[src/logic/dbg_pkg.sv]
package dbg_pkg;
    // register byte offsets on the apb bus
    localparam logic [7:0] DBG_OFF_HPORT_PIN    = 8'h00;
    localparam logic [7:0] DBG_OFF_HPORT_LATCH  = 8'h04;
    localparam logic [7:0] DBG_OFF_HPORT_DIR    = 8'h08;
    localparam logic [7:0] DBG_OFF_SEG_BANK5    = 8'h0C;
    localparam logic [7:0] DBG_OFF_JPORT_PIN    = 8'h10;
    localparam logic [7:0] DBG_OFF_JPORT_LATCH  = 8'h14;
    localparam logic [7:0] DBG_OFF_JPORT_DIR    = 8'h18;
    localparam logic [7:0] DBG_OFF_SEG_BANK4    = 8'h1C;
    localparam logic [7:0] DBG_OFF_GPORT_PIN    = 8'h20;
    // field positions
    localparam int         DBG_JPULLUP_BIT      = 5;
    localparam int         DBG_PORT_W           = 8;
    // reset values
    localparam logic [7:0] DBG_RST_LATCH        = 8'h00;
    localparam logic [7:0] DBG_RST_DIR          = 8'hFF;
    localparam logic [7:0] DBG_RST_SEG          = 8'h00;
    localparam logic       DBG_RST_PULLUP       = 1'b0;
    // pin synchroniser depth
    localparam int         DBG_SYNC_STAGES      = 3;
    // fsm of the apb slave
    typedef enum logic [0:0] {DBG_IDLE, DBG_ACCESS} dbg_apb_state_t;
endpackage

[src/logic/dbg_gpio.sv]
`timescale 1ns/1ns
`default_nettype none
module dbg_gpio
    import dbg_pkg::*;
#(
    parameter bit LARGE_PKG = 1'b1,
    parameter int W         = DBG_PORT_W
)(
    input  wire logic         pclk,
    input  wire logic         presetn,
    input  wire logic         psel,
    input  wire logic         penable,
    input  wire logic         pwrite,
    input  wire logic [7:0]   paddr,
    input  wire logic [31:0]  pwdata,
    output var  logic [31:0]  prdata,
    output var  logic         pready,
    output var  logic         pslverr,
    input  wire logic [W-1:0] hport_pin_in,
    output var  logic [W-1:0] hport_pin_out,
    output var  logic [W-1:0] hport_pin_oe_n,
    input  wire logic [W-1:0] jport_pin_in,
    output var  logic [W-1:0] jport_pin_out,
    output var  logic [W-1:0] jport_pin_oe_n,
    output var  logic [W-1:0] hport_seg_claim,
    output var  logic [W-1:0] jport_seg_claim,
    output var  logic [W-1:0] jport_pullup_on
);
    logic [7:0]  seg_bank5_reg;      // segment enables 47..40
    logic [7:0]  seg_bank4_reg;      // segment enables 39..32
    logic        jpu_reg;            // global j pull-up enable
    logic [W-1:0] h_latch, h_dir, h_level;
    logic [W-1:0] j_latch, j_dir, j_level;
    logic [W-1:0] h_seg, j_seg;
    logic        wr_ok;              // write access phase
    logic        h_wr_latch;         // port h latch load, from level or latch offset
    logic        h_wr_dir;           // port h direction load
    logic        j_wr_latch;         // port j latch load, from level or latch offset
    logic        j_wr_dir;           // port j direction load
    logic        addr_hit;           // mapped offset
    logic [31:0] rdata_next;
    dbg_apb_state_t state_reg;

    // decode one offset; used by every register
    function automatic logic hit(input logic [7:0] a, input logic [7:0] off);
        return a == off;
    endfunction

    // mapped set shrinks in the small package
    always_comb
    begin
        addr_hit = hit(paddr, DBG_OFF_GPORT_PIN);
        if (LARGE_PKG)
            addr_hit = addr_hit
                | hit(paddr, DBG_OFF_HPORT_PIN) | hit(paddr, DBG_OFF_HPORT_LATCH)
                | hit(paddr, DBG_OFF_HPORT_DIR) | hit(paddr, DBG_OFF_SEG_BANK5)
                | hit(paddr, DBG_OFF_JPORT_PIN) | hit(paddr, DBG_OFF_JPORT_LATCH)
                | hit(paddr, DBG_OFF_JPORT_DIR) | hit(paddr, DBG_OFF_SEG_BANK4);
    end

    assign wr_ok = psel & penable & pwrite & (state_reg == DBG_ACCESS);

    // write strobes per port register; a level write loads the latch, never the pads
    assign h_wr_latch = wr_ok & LARGE_PKG
                      & (hit(paddr, DBG_OFF_HPORT_PIN) | hit(paddr, DBG_OFF_HPORT_LATCH));
    assign h_wr_dir   = wr_ok & LARGE_PKG & hit(paddr, DBG_OFF_HPORT_DIR);
    assign j_wr_latch = wr_ok & LARGE_PKG
                      & (hit(paddr, DBG_OFF_JPORT_PIN) | hit(paddr, DBG_OFF_JPORT_LATCH));
    assign j_wr_dir   = wr_ok & LARGE_PKG & hit(paddr, DBG_OFF_JPORT_DIR);

    // apb phase tracker: ready on the second cycle of each transfer
    always_ff @(posedge pclk or negedge presetn)
    begin
        if (!presetn)
            state_reg <= DBG_IDLE;
        else
        begin
            case (state_reg)
                DBG_IDLE:   if (psel && !penable) state_reg <= DBG_ACCESS;
                DBG_ACCESS: state_reg <= DBG_IDLE;
                default:    state_reg <= DBG_IDLE;
            endcase
        end
    end

    // pready registered, high for the access cycle; pslverr registered, high then only for an unmapped offset
    always_ff @(posedge pclk or negedge presetn)
    begin
        if (!presetn)
        begin
            pready  <= 1'b0;
            pslverr <= 1'b0;
        end
        else
        begin
            pready  <= psel & ~penable;
            pslverr <= psel & ~penable & ~addr_hit;
        end
    end

    // segment banks and pull-up control
    always_ff @(posedge pclk or negedge presetn)
    begin
        if (!presetn)
        begin
            seg_bank5_reg <= DBG_RST_SEG;
            seg_bank4_reg <= DBG_RST_SEG;
            jpu_reg       <= DBG_RST_PULLUP;
        end
        else if (wr_ok && addr_hit)
        begin
            if (hit(paddr, DBG_OFF_SEG_BANK5))
                seg_bank5_reg <= pwdata[7:0];
            else if (hit(paddr, DBG_OFF_SEG_BANK4))
                seg_bank4_reg <= pwdata[7:0];
            else if (hit(paddr, DBG_OFF_GPORT_PIN) && LARGE_PKG)
                jpu_reg <= pwdata[DBG_JPULLUP_BIT];
        end
    end

    // segment to pin mapping, fixed wiring
    always_comb
    begin
        h_seg = {seg_bank5_reg[3:0], seg_bank5_reg[4], seg_bank5_reg[5],
                 seg_bank5_reg[6], seg_bank5_reg[7]};
        j_seg = {seg_bank4_reg[4], seg_bank4_reg[5], seg_bank4_reg[6],
                 seg_bank4_reg[7], seg_bank4_reg[3:1], 1'b0};
        if (!LARGE_PKG)
        begin
            h_seg = '0;
            j_seg = '0;
        end
    end

    // port h: level or latch writes both load the latch
    dbg_port #(.W(W)) u_hport (
        .pclk     (pclk),
        .presetn  (presetn),
        .wr_latch (h_wr_latch),
        .wr_dir   (h_wr_dir),
        .wdata    (pwdata[W-1:0]),
        .seg_en   (h_seg),
        .pin_in   (hport_pin_in),
        .latch_q  (h_latch),
        .dir_q    (h_dir),
        .level_q  (h_level),
        .pin_out  (hport_pin_out),
        .pin_oe_n (hport_pin_oe_n)
    );

    // port j: directions reset to inputs
    dbg_port #(.W(W)) u_jport (
        .pclk     (pclk),
        .presetn  (presetn),
        .wr_latch (j_wr_latch),
        .wr_dir   (j_wr_dir),
        .wdata    (pwdata[W-1:0]),
        .seg_en   (j_seg),
        .pin_in   (jport_pin_in),
        .latch_q  (j_latch),
        .dir_q    (j_dir),
        .level_q  (j_level),
        .pin_out  (jport_pin_out),
        .pin_oe_n (jport_pin_oe_n)
    );

    // pull-up on per pin only as input, not claimed by a segment
    always_ff @(posedge pclk or negedge presetn)
    begin
        if (!presetn)
            jport_pullup_on <= '0;
        else
            jport_pullup_on <= {W{jpu_reg}} & j_dir & ~j_seg;
    end

    // segment claims exported to the lcd driver
    always_ff @(posedge pclk or negedge presetn)
    begin
        if (!presetn)
        begin
            hport_seg_claim <= '0;
            jport_seg_claim <= '0;
        end
        else
        begin
            hport_seg_claim <= h_seg;
            jport_seg_claim <= j_seg;
        end
    end

    // read mux; overrides never alter the stored values
    always_comb
    begin
        rdata_next = 32'h0000_0000;
        if (hit(paddr, DBG_OFF_GPORT_PIN))
            rdata_next[DBG_JPULLUP_BIT] = jpu_reg & LARGE_PKG;
        else if (!LARGE_PKG)
            rdata_next = 32'h0000_0000;
        else if (hit(paddr, DBG_OFF_HPORT_PIN))
            rdata_next[W-1:0] = h_level;
        else if (hit(paddr, DBG_OFF_HPORT_LATCH))
            rdata_next[W-1:0] = h_latch;
        else if (hit(paddr, DBG_OFF_HPORT_DIR))
            rdata_next[W-1:0] = h_dir;
        else if (hit(paddr, DBG_OFF_SEG_BANK5))
            rdata_next[7:0] = seg_bank5_reg;
        else if (hit(paddr, DBG_OFF_JPORT_PIN))
            rdata_next[W-1:0] = j_level;
        else if (hit(paddr, DBG_OFF_JPORT_LATCH))
            rdata_next[W-1:0] = j_latch;
        else if (hit(paddr, DBG_OFF_JPORT_DIR))
            rdata_next[W-1:0] = j_dir;
        else if (hit(paddr, DBG_OFF_SEG_BANK4))
            rdata_next[7:0] = seg_bank4_reg;
    end

    // read data registered in the setup cycle
    always_ff @(posedge pclk or negedge presetn)
    begin
        if (!presetn)
            prdata <= 32'h0000_0000;
        else if (psel && !penable && !pwrite)
            prdata <= rdata_next;
    end
endmodule // dbg_gpio
`default_nettype wire

[src/logic/dbg_pin_sync.sv]
`timescale 1ns/1ns
`default_nettype none
module dbg_pin_sync
    import dbg_pkg::*;
#(
    parameter int W = 8
)(
    input  wire logic         pclk,
    input  wire logic         presetn,
    input  wire logic [W-1:0] pin_async,
    output var  logic [W-1:0] pin_stable
);
    // three stages; only stage1 reads stage0
    logic [W-1:0] stage0_reg;
    logic [W-1:0] stage1_reg;
    logic [W-1:0] stage2_reg;

    // shift chain, no gate on stage0
    always_ff @(posedge pclk or negedge presetn)
    begin
        if (!presetn)
        begin
            stage0_reg <= '0;
            stage1_reg <= '0;
            stage2_reg <= '0;
        end
        else
        begin
            stage0_reg <= pin_async;
            stage1_reg <= stage0_reg;
            stage2_reg <= stage1_reg;
        end
    end

    // a change counts once stages two and three agree
    always_ff @(posedge pclk or negedge presetn)
    begin
        if (!presetn)
            pin_stable <= '0;
        else if (stage1_reg == stage2_reg)
            pin_stable <= stage2_reg;
    end
endmodule // dbg_pin_sync
`default_nettype wire

[src/logic/dbg_port.sv]
`timescale 1ns/1ns
`default_nettype none
module dbg_port
    import dbg_pkg::*;
#(
    parameter int W = 8
)(
    input  wire logic         pclk,
    input  wire logic         presetn,
    input  wire logic         wr_latch,
    input  wire logic         wr_dir,
    input  wire logic [W-1:0] wdata,
    input  wire logic [W-1:0] seg_en,
    input  wire logic [W-1:0] pin_in,
    output var  logic [W-1:0] latch_q,
    output var  logic [W-1:0] dir_q,
    output var  logic [W-1:0] level_q,
    output var  logic [W-1:0] pin_out,
    output var  logic [W-1:0] pin_oe_n
);
    // direction and latch storage
    always_ff @(posedge pclk or negedge presetn)
    begin
        if (!presetn)
        begin
            latch_q <= DBG_RST_LATCH;
            dir_q   <= DBG_RST_DIR;
        end
        else
        begin
            if (wr_latch)
                latch_q <= wdata;
            if (wr_dir)
                dir_q <= wdata;
        end
    end

    dbg_pin_sync #(.W(W)) u_sync (
        .pclk       (pclk),
        .presetn    (presetn),
        .pin_async  (pin_in),
        .pin_stable (level_q)
    );

    // pad drive per pin; segment takes the pin, oe released
    always_ff @(posedge pclk or negedge presetn)
    begin
        if (!presetn)
        begin
            pin_out  <= '0;
            pin_oe_n <= '1;
        end
        else
        begin
            for (int i = 0; i < W; i++)
            begin
                pin_out[i]  <= latch_q[i];
                pin_oe_n[i] <= seg_en[i] | dir_q[i];
            end
        end
    end
endmodule // dbg_port
`default_nettype wire

[config.mk]
export PLATFORM = sky130hd
export DESIGN_NAME = dbg_gpio
export DESIGN_NICKNAME = d
export VERILOG_FILES = /design/src/logic/dbg_pkg.sv /design/src/logic/dbg_gpio.sv /design/src/logic/dbg_pin_sync.sv /design/src/logic/dbg_port.sv
export SDC_FILE = /design/constraint.sdc
export NUM_CORES = 1
export LEC_CHECK = 0
export BUFFER_PORTS_ARGS = -buffer_cell sky130_fd_sc_hd__clkbuf_2
export CAP_MARGIN = 20
export CORE_MARGIN = 3
export CORE_UTILIZATION = 50
export CTS_CLUSTER_DIAMETER = 50
export CTS_CLUSTER_SIZE = 24
export DETAILED_ROUTE_END_ITERATION = 8
export GPL_ROUTABILITY_DRIVEN = 0
export GPL_TIMING_DRIVEN = 0
export HOLD_SLACK_MARGIN = 0.02
export PLACE_DENSITY = 0.83
export SYNTH_ARGS = -nofsm -noshare
export SYNTH_HDL_FRONTEND = slang
export SYNTH_SLANG_ARGS = --single-unit
[constraint.sdc]
create_clock -name pclk -period 1.95 [get_ports pclk]
set_input_delay 0 -clock pclk [delete_from_list [all_inputs] [get_ports pclk]]
set_output_delay 0 -clock pclk [all_outputs]
set_load 0.05 [all_outputs]
### Word level (Yosys, flattened, before mapping)

Cells that the tools add are included.

| cells by class | value |
|---|---|
| bitwise operators | 42 |
| eq/ne operators | 10 |
| muxes and demuxes | 13 |
| reduce and logical (&&, ||, !) cells | 9 |

Operator list:

| operator | number |
|---|---|
| 8-bit two-way mux | 8 |
| 8-bit by 5-bit equality test with 1-bit output (second input constant) | 4 |
| 1-bit bitwise OR | 25 |
| 8-bit AND | 2 |
| 8-bit by 4-bit equality test with 1-bit output (second input constant) | 2 |
| 8-bit equality test | 2 |
| 1-bit AND | 9 |
| 8-bit by 3-bit equality test with 1-bit output (second input constant) | 1 |
| 8-bit by 6-bit equality test with 1-bit output (second input constant) | 1 |
| 8-bit logical NOT | 1 |
| 8-bit inverter | 1 |
| 5-bit two-way mux | 1 |
| 1-bit inverter | 5 |
| 4-bit AND reduction | 1 |
| 1-bit logical AND | 3 |
| 3-bit AND reduction | 1 |
| 1-bit logical NOT | 2 |
| 1-bit two-way mux | 2 |
| 2-bit two-way mux | 1 |
| 1-bit case mux with 2 select lines | 1 |
| 2-bit AND reduction | 1 |

| word-level totals | value |
|---|---|
| output and inout bits | 90 |
| input port bits | 61 |
| word-level logic and storage cells | 100 |
| register bits after elaboration | 179 |

### Logic depth before layout (Yosys ltp)

Gate-level depths: netlist (run 1).

| depth | value |
|---|---|
| depth after elaboration | 11 |
| depth in mapped cells | 7 |
| mapped depth without buffers | 4 |

### Modules after synthesis

Synthesis (run 1) repeated with hierarchy kept, for this count alone.

| second synthesis, totals | value |
|---|---|
| cell total of the unflattened synthesis | 466 |
| area total of the unflattened synthesis | 6822.8 um^2 |

By module, submodules not included:

| module | sequential area each (um^2) | cells an instance | area each (um^2) | instances |
|---|---|---|---|---|
| dbg_gpio | 1276.2 | 248 | 2601.2 | 1 |
| dbg_port | 820.8 | 58 | 1133.6 | 2 |
| dbg_pin_sync | 800.8 | 51 | 977.2 | 2 |

### Worst setup path before layout (run 1)

OpenSTA, ideal clock, no wires.

| path | value |
|---|---|
| path kind | reg2reg |
| start | register state_reg |
| end | register seg_bank4_reg[0] |
| cell stages (with the launch flop) | 6 |
| slack | 0.357 ns |
| library setup time | 0.125 ns |
| path buffers | 1 |
| arrival time | 1.468 ns |
| data required time | 1.825 ns |
| period minus slack after synthesis | 1.593 ns |
| path through | dfrtp_1 and4_1 buf_2 and4_1 nand3_1 mux2_2 |

| on the way | value |
|---|---|
| longest elaborated chain between the ends | 3 |

RTL lines:

| item | RTL line | RTL |
|---|---|---|
| start: declaration | dbg_gpio.sv:42 | `dbg_apb_state_t state_reg;` |
| start signal: assignment | dbg_gpio.sv:75 | `state_reg <= DBG_IDLE;` |
| start signal: assignment | dbg_gpio.sv:79 | `DBG_IDLE: if (psel && !penable) state_reg <= DBG_ACCESS;` |
| start signal: assignment | dbg_gpio.sv:80 | `DBG_ACCESS: state_reg <= DBG_IDLE;` |
| 1-bit AND | dbg_gpio.sv:61 | `assign wr_ok = psel & penable & pwrite & (state_reg == DBG_ACCESS);` |
| 1-bit logical AND | dbg_gpio.sv:110 | `else if (wr_ok && addr_hit)` |
| 3-bit AND reduction (no line) | - |  |
| end signal: assignment | dbg_gpio.sv:115 | `seg_bank4_reg <= pwdata[7:0];` |
| end: declaration | dbg_gpio.sv:30 | `logic [7:0] seg_bank4_reg;` |

Every way passes these cells.
A chain may end at the register's enable or synchronous reset.

### Final worst setup path (run 1)

| path | value |
|---|---|
| start | register state_reg |
| end | register seg_bank5_reg[2] |

| on the way | value |
|---|---|
| longest elaborated chain between the ends | 3 |

RTL lines:

| item | RTL line | RTL |
|---|---|---|
| 1-bit AND | dbg_gpio.sv:61 |  |
| 1-bit logical AND | dbg_gpio.sv:110 |  |
| 2-bit AND reduction (no line) | - |  |
| end signal: assignment | dbg_gpio.sv:113 | `seg_bank5_reg <= pwdata[7:0];` |
| end: declaration | dbg_gpio.sv:29 | `logic [7:0] seg_bank5_reg;` |

Every way passes these cells.

==> results of run 1 <==
layer usage:
metal	track usage	share of wire	vias up
li1	-	-	1999
met1	0.2677	0.40	2184
met2	0.3248	0.49	222
met3	0.04666	0.071	62
met4	0.1183	0.046	2
met5	0	0.00087	-
power groups by stage:
stage / Clock [mW] / Sequential, mW / Combinational, mW
6_report: 3.00 / 3.90 / 0.599
5_1_grt: 3.22 / 3.91 / 0.652
3_3_place_gp: 0 / 3.96 / 0.522
2_1_floorplan: 0 / 3.97 / 0.327
4_1_cts: 3.06 / 3.90 / 0.594
3_5_place_dp: 0 / 3.96 / 0.547
Yosys cell counts (2+ instances only):
cell type,n
a22oi_1,6
dfstp_2,32
buf_2,10
and2_1,2
and4_1,2
nand2b_1,6
inv_1,12
or3_1,2
a211oi_1,2
a2bb2oi_1,6
a41oi_1,4
mux2_2,70
dfrtp_1,147
nor2_1,10
a221oi_1,2
o211ai_1,4
or2_2,16
nor2b_1,4
nand3_1,3
nor3_2,2
or3b_2,2
a21oi_1,3
or4bb_1,2
o21ai_0,15
nand2_1,22
buf_4,26
and3b_1,4
and3_1,3
clkbuf_1,6
o2111ai_1,6
xnor2_1,16
a211o_1,4
nand4_1,5
a31oi_1,2
mux2i_1,6
timing repair:
action                                  4_1_cts  5_1_grt
endpoints found under the setup margin        0       10
endpoints found under the hold margin       155        0
resized for setup                             0        2
hold buffers                                 28        0
path summary, 6_finish.rpt:
| check | from | to | slack, ns | cells past startpoint |
|---|---|---|---|---|
| max | state_reg$_DFF_PN0_ | seg_bank5_reg[2]$_DFFE_PN0P_ | 0.12 | 6 |
| min | pwrite | prdata[5]$_DFFE_PN0P_ | 0.07 | 4 |
| max reg2reg | state_reg$_DFF_PN0_ | seg_bank5_reg[2]$_DFFE_PN0P_ | 0.12 | 6 |
| min reg2reg | u_hport.u_sync.stage0_reg[3]$_DFF_PN0_ | u_hport.u_sync.stage1_reg[3]$_DFF_PN0_ | 0.35 | 0 |
| max in group asynchronous | presetn | u_hport.dir_q[1]$_DFFE_PN1P_ | 0.89 | 3 |
| min in group asynchronous | presetn | u_jport.pin_out[4]$_DFF_PN0_ | 0.18 | 2 |
area by class of cell:
class / instances / share of cell area
clock inverters: 11 / 0.009673
inverters: 13 / 0.005716
plain buffers: 42 / 0.03136
well taps: 176 / 0.02580
clock buffers: 21 / 0.05159
repair buffers: 129 / 0.09571
multi-input cells: 273 / 0.2508
flip-flops and latches: 179 / 0.5294
stage by stage:
step	setup TNS, ns	setup slack [ns]	utilization	area [sq um]
finish	0	0.1159	0.6396	8537
global route	0	0.008562	0.6396	8537
CTS	0	0.03397	0.6388	8527
detailed placement	0	0.06329	0.5786	7724
global placement	-310.04	-1.932	0.5759	7687
floorplan	0	0.3571	-	6967
tightest hold or removal path: stages:
cell	delay, ns
clkbuf_2	0.11
nor3b_2	0.08
o221ai_1	0.18
o21ai_0	0.08
cells by family after synthesis:
| kind of cell | after synthesis | share of synthesized area |
|---|---|---|
| AO/OA/AOI/OAI | 60 | 0.06459 |
| XOR/XNOR | 16 | 0.02038 |
| buffers and inverters | 55 | 0.04603 |
| flip-flops | 179 | 0.6572 |
| multiplexers | 77 | 0.1266 |
| other | 1 | 0.0005453 |
| AND/OR/NAND/NOR | 95 | 0.08461 |
==> reports/metrics.yaml, run 1 <==
final_layout:
  final_cell_mix: "147 x dfrtp_1, 99 x clkbuf_2, 70 x mux2_2, 32 x dfstp_2, 28 x dlygate4sd3_1"
  seq_area_sq_um: 4519
  fillers: 1011
  final_common_cell: "dfrtp_1"
  drive_gt1_frac: 0.4446
  nets: 716
  multi_input_area_sq_um: 2141
  syn2layout_area_growth_pct: 24.14
  diodes: 0
  final-instance-count-excl-fill: 844
sta:
  post-route-period-util: 0.9405
  final_max_slew_viol_count: 0
  finClkSkew_ns: 0.009898
  hold_violations: 0
  rsz0062_at_grt: "no"
  setup_viol: 0
  tightest_slew_ns: 0.6584
  fin_crit_ns: 1.834
  slew_headroom: 0.5610
  fmax_ghz: 0.5452
  hold_ws_ns: 0.07314
drt:
  drt-initial-drc-count: 331
  routed_wl_microns: 15010
  final_antenna_net_count: 0
  dr.pass1.iters: 7
  vias: 4469
  avgRoutedWirePerCell_microns: 17.78
  drc: 0
  post_drt_via_cell_ratio: 5.295
synth:
  synthCells: 483
  synth.area.top_cells: "dfrtp_1 53%, dfstp_2 12%, mux2_2 11%"
  synth_warnings: 0
  synth_top_area_cell: "dfrtp_1"
  ys_seq_elements: 179
  synth-edff-count: 0
  dominantRegCellSynth: "dfrtp_1"
  netlist_area_sq_um: 6877
  ys_types: 54
  yosysSeqAreaShare: 0.6572
  synth_top_area_frac: 0.5349
  async_flop_share: 1.000
  synth_area_per_cell_sq_um: 14.24
cts:
  insertion_delay_ns: 0.43
  clock-sinks: 179
  numCtsBuffers: 17
  htree_levels: 4
  cts_tree: "built"
  cts_buffer_depth: 2
  clkSlewWorstSetupHoldPaths_ns: 0.07
  cts_root_buf: "clkbuf_16"
  post-cts-setup-buffer-count: 0
die:
  start_util: 0.5152
  rows: 42
  die_w_microns: 123.3
  coreArea_sq_um: 13350
  die_h_microns: 123.3
  die_area_sq_um: 15200
  pin_count: 151
grt:
  antenna_found_initial: 1
  grt_pass1_wl_microns: 23660
  grt_max_degree: 95
  grtUsageTotal: 0.2075
  overflow: 0
  grt_pass1_vias: 4465
setup_path:
  slowest_delay_ns: 0.39
  worst_setup_path_start_kind: "flip-flop"
  critPathCaptureType: "flip-flop"
  path_cells: "and4_1 > buf_2 > and4_1 > nand2b_1 > buf_2 > mux2_2"
  path_class: "reg2reg"
  cp.required_ns: 2.26
  crit_path_top_delay_cell: "dfrtp_1"
  arrival_ns: 2.15
  critPathBufInv: 2
  crit_family: "simple AND/OR/NAND/NOR gates"
  crit_path_max_fanout: 8
pwr:
  switching_power_mw: 1.810
  intPower_mw: 5.688
  comb_power_share: 0.080
  power.density_nw_per_um2: 878.3
  finalPower_mw: 7.498
  seqPwrFrac: 0.520
  ir_worst_vdd_uv: 544.3
  power.leakage_nw: 4.198
  p_sw_frac: 0.2414
  p_clk_frac: 0.400
placement:
  hpwl_microns: 10500
  placedCellCount: 784
  portBuffers: 100
run_status:
  outcome: "finished clean"
run:
  cap_violations: 0
min_path:
  min-delay-path-class: "in2reg"
Power figures use the tool's default switching activity.
==> run 2: changes to the inputs <==
--- a/config.mk
+++ b/config.mk
@@ -8,14 +8,14 @@
 export BUFFER_PORTS_ARGS = -buffer_cell sky130_fd_sc_hd__clkbuf_2
 export CAP_MARGIN = 20
 export CORE_MARGIN = 3
-export CORE_UTILIZATION = 50
+export CORE_UTILIZATION = 35
 export CTS_CLUSTER_DIAMETER = 50
 export CTS_CLUSTER_SIZE = 24
 export DETAILED_ROUTE_END_ITERATION = 8
 export GPL_ROUTABILITY_DRIVEN = 0
 export GPL_TIMING_DRIVEN = 0
 export HOLD_SLACK_MARGIN = 0.02
-export PLACE_DENSITY = 0.83
+export PLACE_DENSITY = 0.65
 export SYNTH_ARGS = -nofsm -noshare
 export SYNTH_HDL_FRONTEND = slang
 export SYNTH_SLANG_ARGS = --single-unit
==> reports/metrics.yaml, run 2 (same netlist as run 1, synthesis figures left out) <==
run_status:
  outcome: "finished clean"
die:
  rows: 50  # +19%
  coreArea_sq_um: 19020  # +42%
  die_h_microns: 146.2  # +19%
  die_area_sq_um: 21370  # +41%
  die_w_microns: 146.2  # +19%
  start_util: 0.3616  # -0.1536
  pin_count: 151  # unchanged
grt:
  antenna_found_initial: 0  # -1
  overflow: 0  # unchanged
  grt_pass1_vias: 4456  # -0.20%
  grt_pass1_wl_microns: 24830  # +5.0%
  grt_max_degree: 93  # -2.1%
  grtUsageTotal: 0.1473  # -0.06027
run:
  cap_violations: 0  # unchanged
sta:
  hold_violations: 0  # unchanged
  tightest_slew_ns: 0.6943  # +0.03585 ns
  setup_viol: 0  # unchanged
  finClkSkew_ns: 0.006500  # -0.003398 ns
  slew_headroom: 0.5371  # -0.02390
  fmax_ghz: 0.5518  # +1.2%
  final_max_slew_viol_count: 0  # unchanged
  post-route-period-util: 0.9293  # -0.01126
  fin_crit_ns: 1.812  # -0.02195 ns
  rsz0062_at_grt: "no"
  setup_ws_ns: 0.1379  # +0.02195 ns
placement:
  portBuffers: 100  # unchanged
  pre_cts_ws_ns: 0.07256  # +0.009270 ns
  placedCellCount: 868  # +11%
  hpwl_microns: 11230  # +6.9%
  placed_area_sq_um: 7829  # +1.4%
min_path:
  hp-start: "pwrite"
  min-delay-path-class: "in2reg"
pwr:
  power.density_nw_per_um2: 925.3  # +5.3%
  power.leakage_nw: 4.257  # +1.4%
  ir_worst_vdd_uv: 578.2  # +6.2%
final_layout:
  drive_gt1_frac: 0.4498  # +0.005164
  final_common_cell: "dfrtp_1"
  final_cell_mix: "147 x dfrtp_1, 99 x clkbuf_2, 70 x mux2_2, 32 x dfstp_2, 27 x dlygate4sd3_1"
  diodes: 0  # unchanged
  nets: 715  # -0.14%
  syn2layout_area_growth_pct: 27.07
  final-instance-count-excl-fill: 927  # +9.8%
  stdcell_area_sq_um: 8738  # +2.4%
setup_path:
  crit_family: "simple AND/OR/NAND/NOR gates"
  rr_startpoint: "state_reg$_DFF_PN0_"
  path_class: "reg2reg"
  slowest_delay_ns: 0.38  # about the same
  crit_path_max_fanout: 8  # unchanged
  arrival_ns: 2.12  # -0.03 ns
  worst_setup_path_start_kind: "flip-flop"
  critPathBufInv: 2  # unchanged
  path_cells: "and4_1 > buf_2 > and4_1 > nand2b_1 > buf_2 > mux2_2"
  cp-startpoint: "state_reg$_DFF_PN0_"
  crit_path_top_delay_cell: "dfrtp_1"
  critPathCaptureType: "flip-flop"
  cp.required_ns: 2.25  # about the same
cts:
  cts_tree: "built"
  insertion_delay_ns: 0.42  # about the same
  cts_root_buf: "clkbuf_16"
  numCtsBuffers: 17  # unchanged
  htree_levels: 4  # unchanged
  clkSlewWorstSetupHoldPaths_ns: 0.06  # about the same
  cts_buffer_depth: 2  # unchanged
  clock-sinks: 179  # unchanged
drt:
  vias: 4286  # -4.1%
  avgRoutedWirePerCell_microns: 16.41  # -7.7%
  post_drt_via_cell_ratio: 4.624  # -13%
  final_antenna_net_count: 0  # unchanged
  routed_wl_microns: 15210  # +1.4%
  dr.pass1.iters: 5  # -2
  drt-initial-drc-count: 290  # -12%
  drc: 0  # unchanged
[run 2: cell count changes in the layout (fill, tap and decap cells not counted), sizes merged]
cell | previous run | this run
bufinv | 0 | 4
clkbuf | 127 | 124
clkinvlp | 5 | 2
dlygate4sd3 | 28 | 27
inv | 14 | 16
[run 2: metal layers]
metal  wire length, microns  vias to the layer above  global-route usage
met5                      0                        -                   0
met4                    270                        0             0.04563
met3                   1179                       23             0.05400
met2                   7083                      154              0.2276
met1                   6675                     2103              0.1947
li1                       -                     2006                   -
[run 2: worst reg2reg max path, cell delays in order (launching register included)]
cell      delay [ns]
dfrtp_1         0.38
and4_1          0.22
buf_2           0.17
and4_1          0.24
nand2b_1        0.08
buf_2           0.23
mux2_2          0.37
[run 2: per-stage QoR]
stage	utilization	hold WS, ns	total power, mW	setup TNS, ns
floorplan	-	-0.2956	4.299	0
global placement	0.4097	0.1095	4.486	-318.23
detailed placement	0.4116	0.09901	4.517	0
finish	0.4595	0.04724	8.086	0
global route	0.4595	0.06547	8.393	0
CTS	0.4589	0.02973	8.192	0
[run 2: layout make-up]
type | instances | area [sq um]
Clock buffer | 18 | 429.2
Inverter | 13 | 48.80
Clock inverter | 14 | 200.2
Sequential cell | 179 | 4519
Buffer | 42 | 267.8
Multi-Input combinational cell | 273 | 2141
Tap cell | 260 | 325.3
Fill cell | 1738 | 10280
Timing Repair Buffer | 128 | 807.0
[run 2: power by group]
part / total, mW / internal, mW / leakage [nW] / switching (mW)
combinational: 0.594 / 0.221 / 1.69 / 0.373
sequential: 3.90 / 3.83 / 2.26 / 0.0647
clock: 3.59 / 2.16 / 0.303 / 1.43
total: 8.09 / 6.22 / 4.26 / 1.87
[run 2: path summary, 6_finish.rpt]
check                                                               to  slack, ns  cells past startpoint
worst max-delay path                      seg_bank5_reg[3]$_DFFE_PN0P_       0.14                      6
worst min-delay path                             prdata[5]$_DFFE_PN0P_       0.05                      4
worst max register to register            seg_bank5_reg[3]$_DFFE_PN0P_       0.14                      6
worst min register to register  u_jport.u_sync.stage1_reg[7]$_DFF_PN0_       0.35                      0
max in group asynchronous                 u_jport.dir_q[3]$_DFFE_PN1P_       0.86                      3
min in group asynchronous       u_hport.u_sync.stage0_reg[4]$_DFF_PN0_       0.19                      2
[run 2: what timing repair did]
item / in CTS / in global routing
endpoints found under the setup margin: 0 / 9
hold buffers: 27 / 0
setup buffers: 0 / 0
endpoints found under the hold margin: 145 / 0
resized for setup: 0 / 2
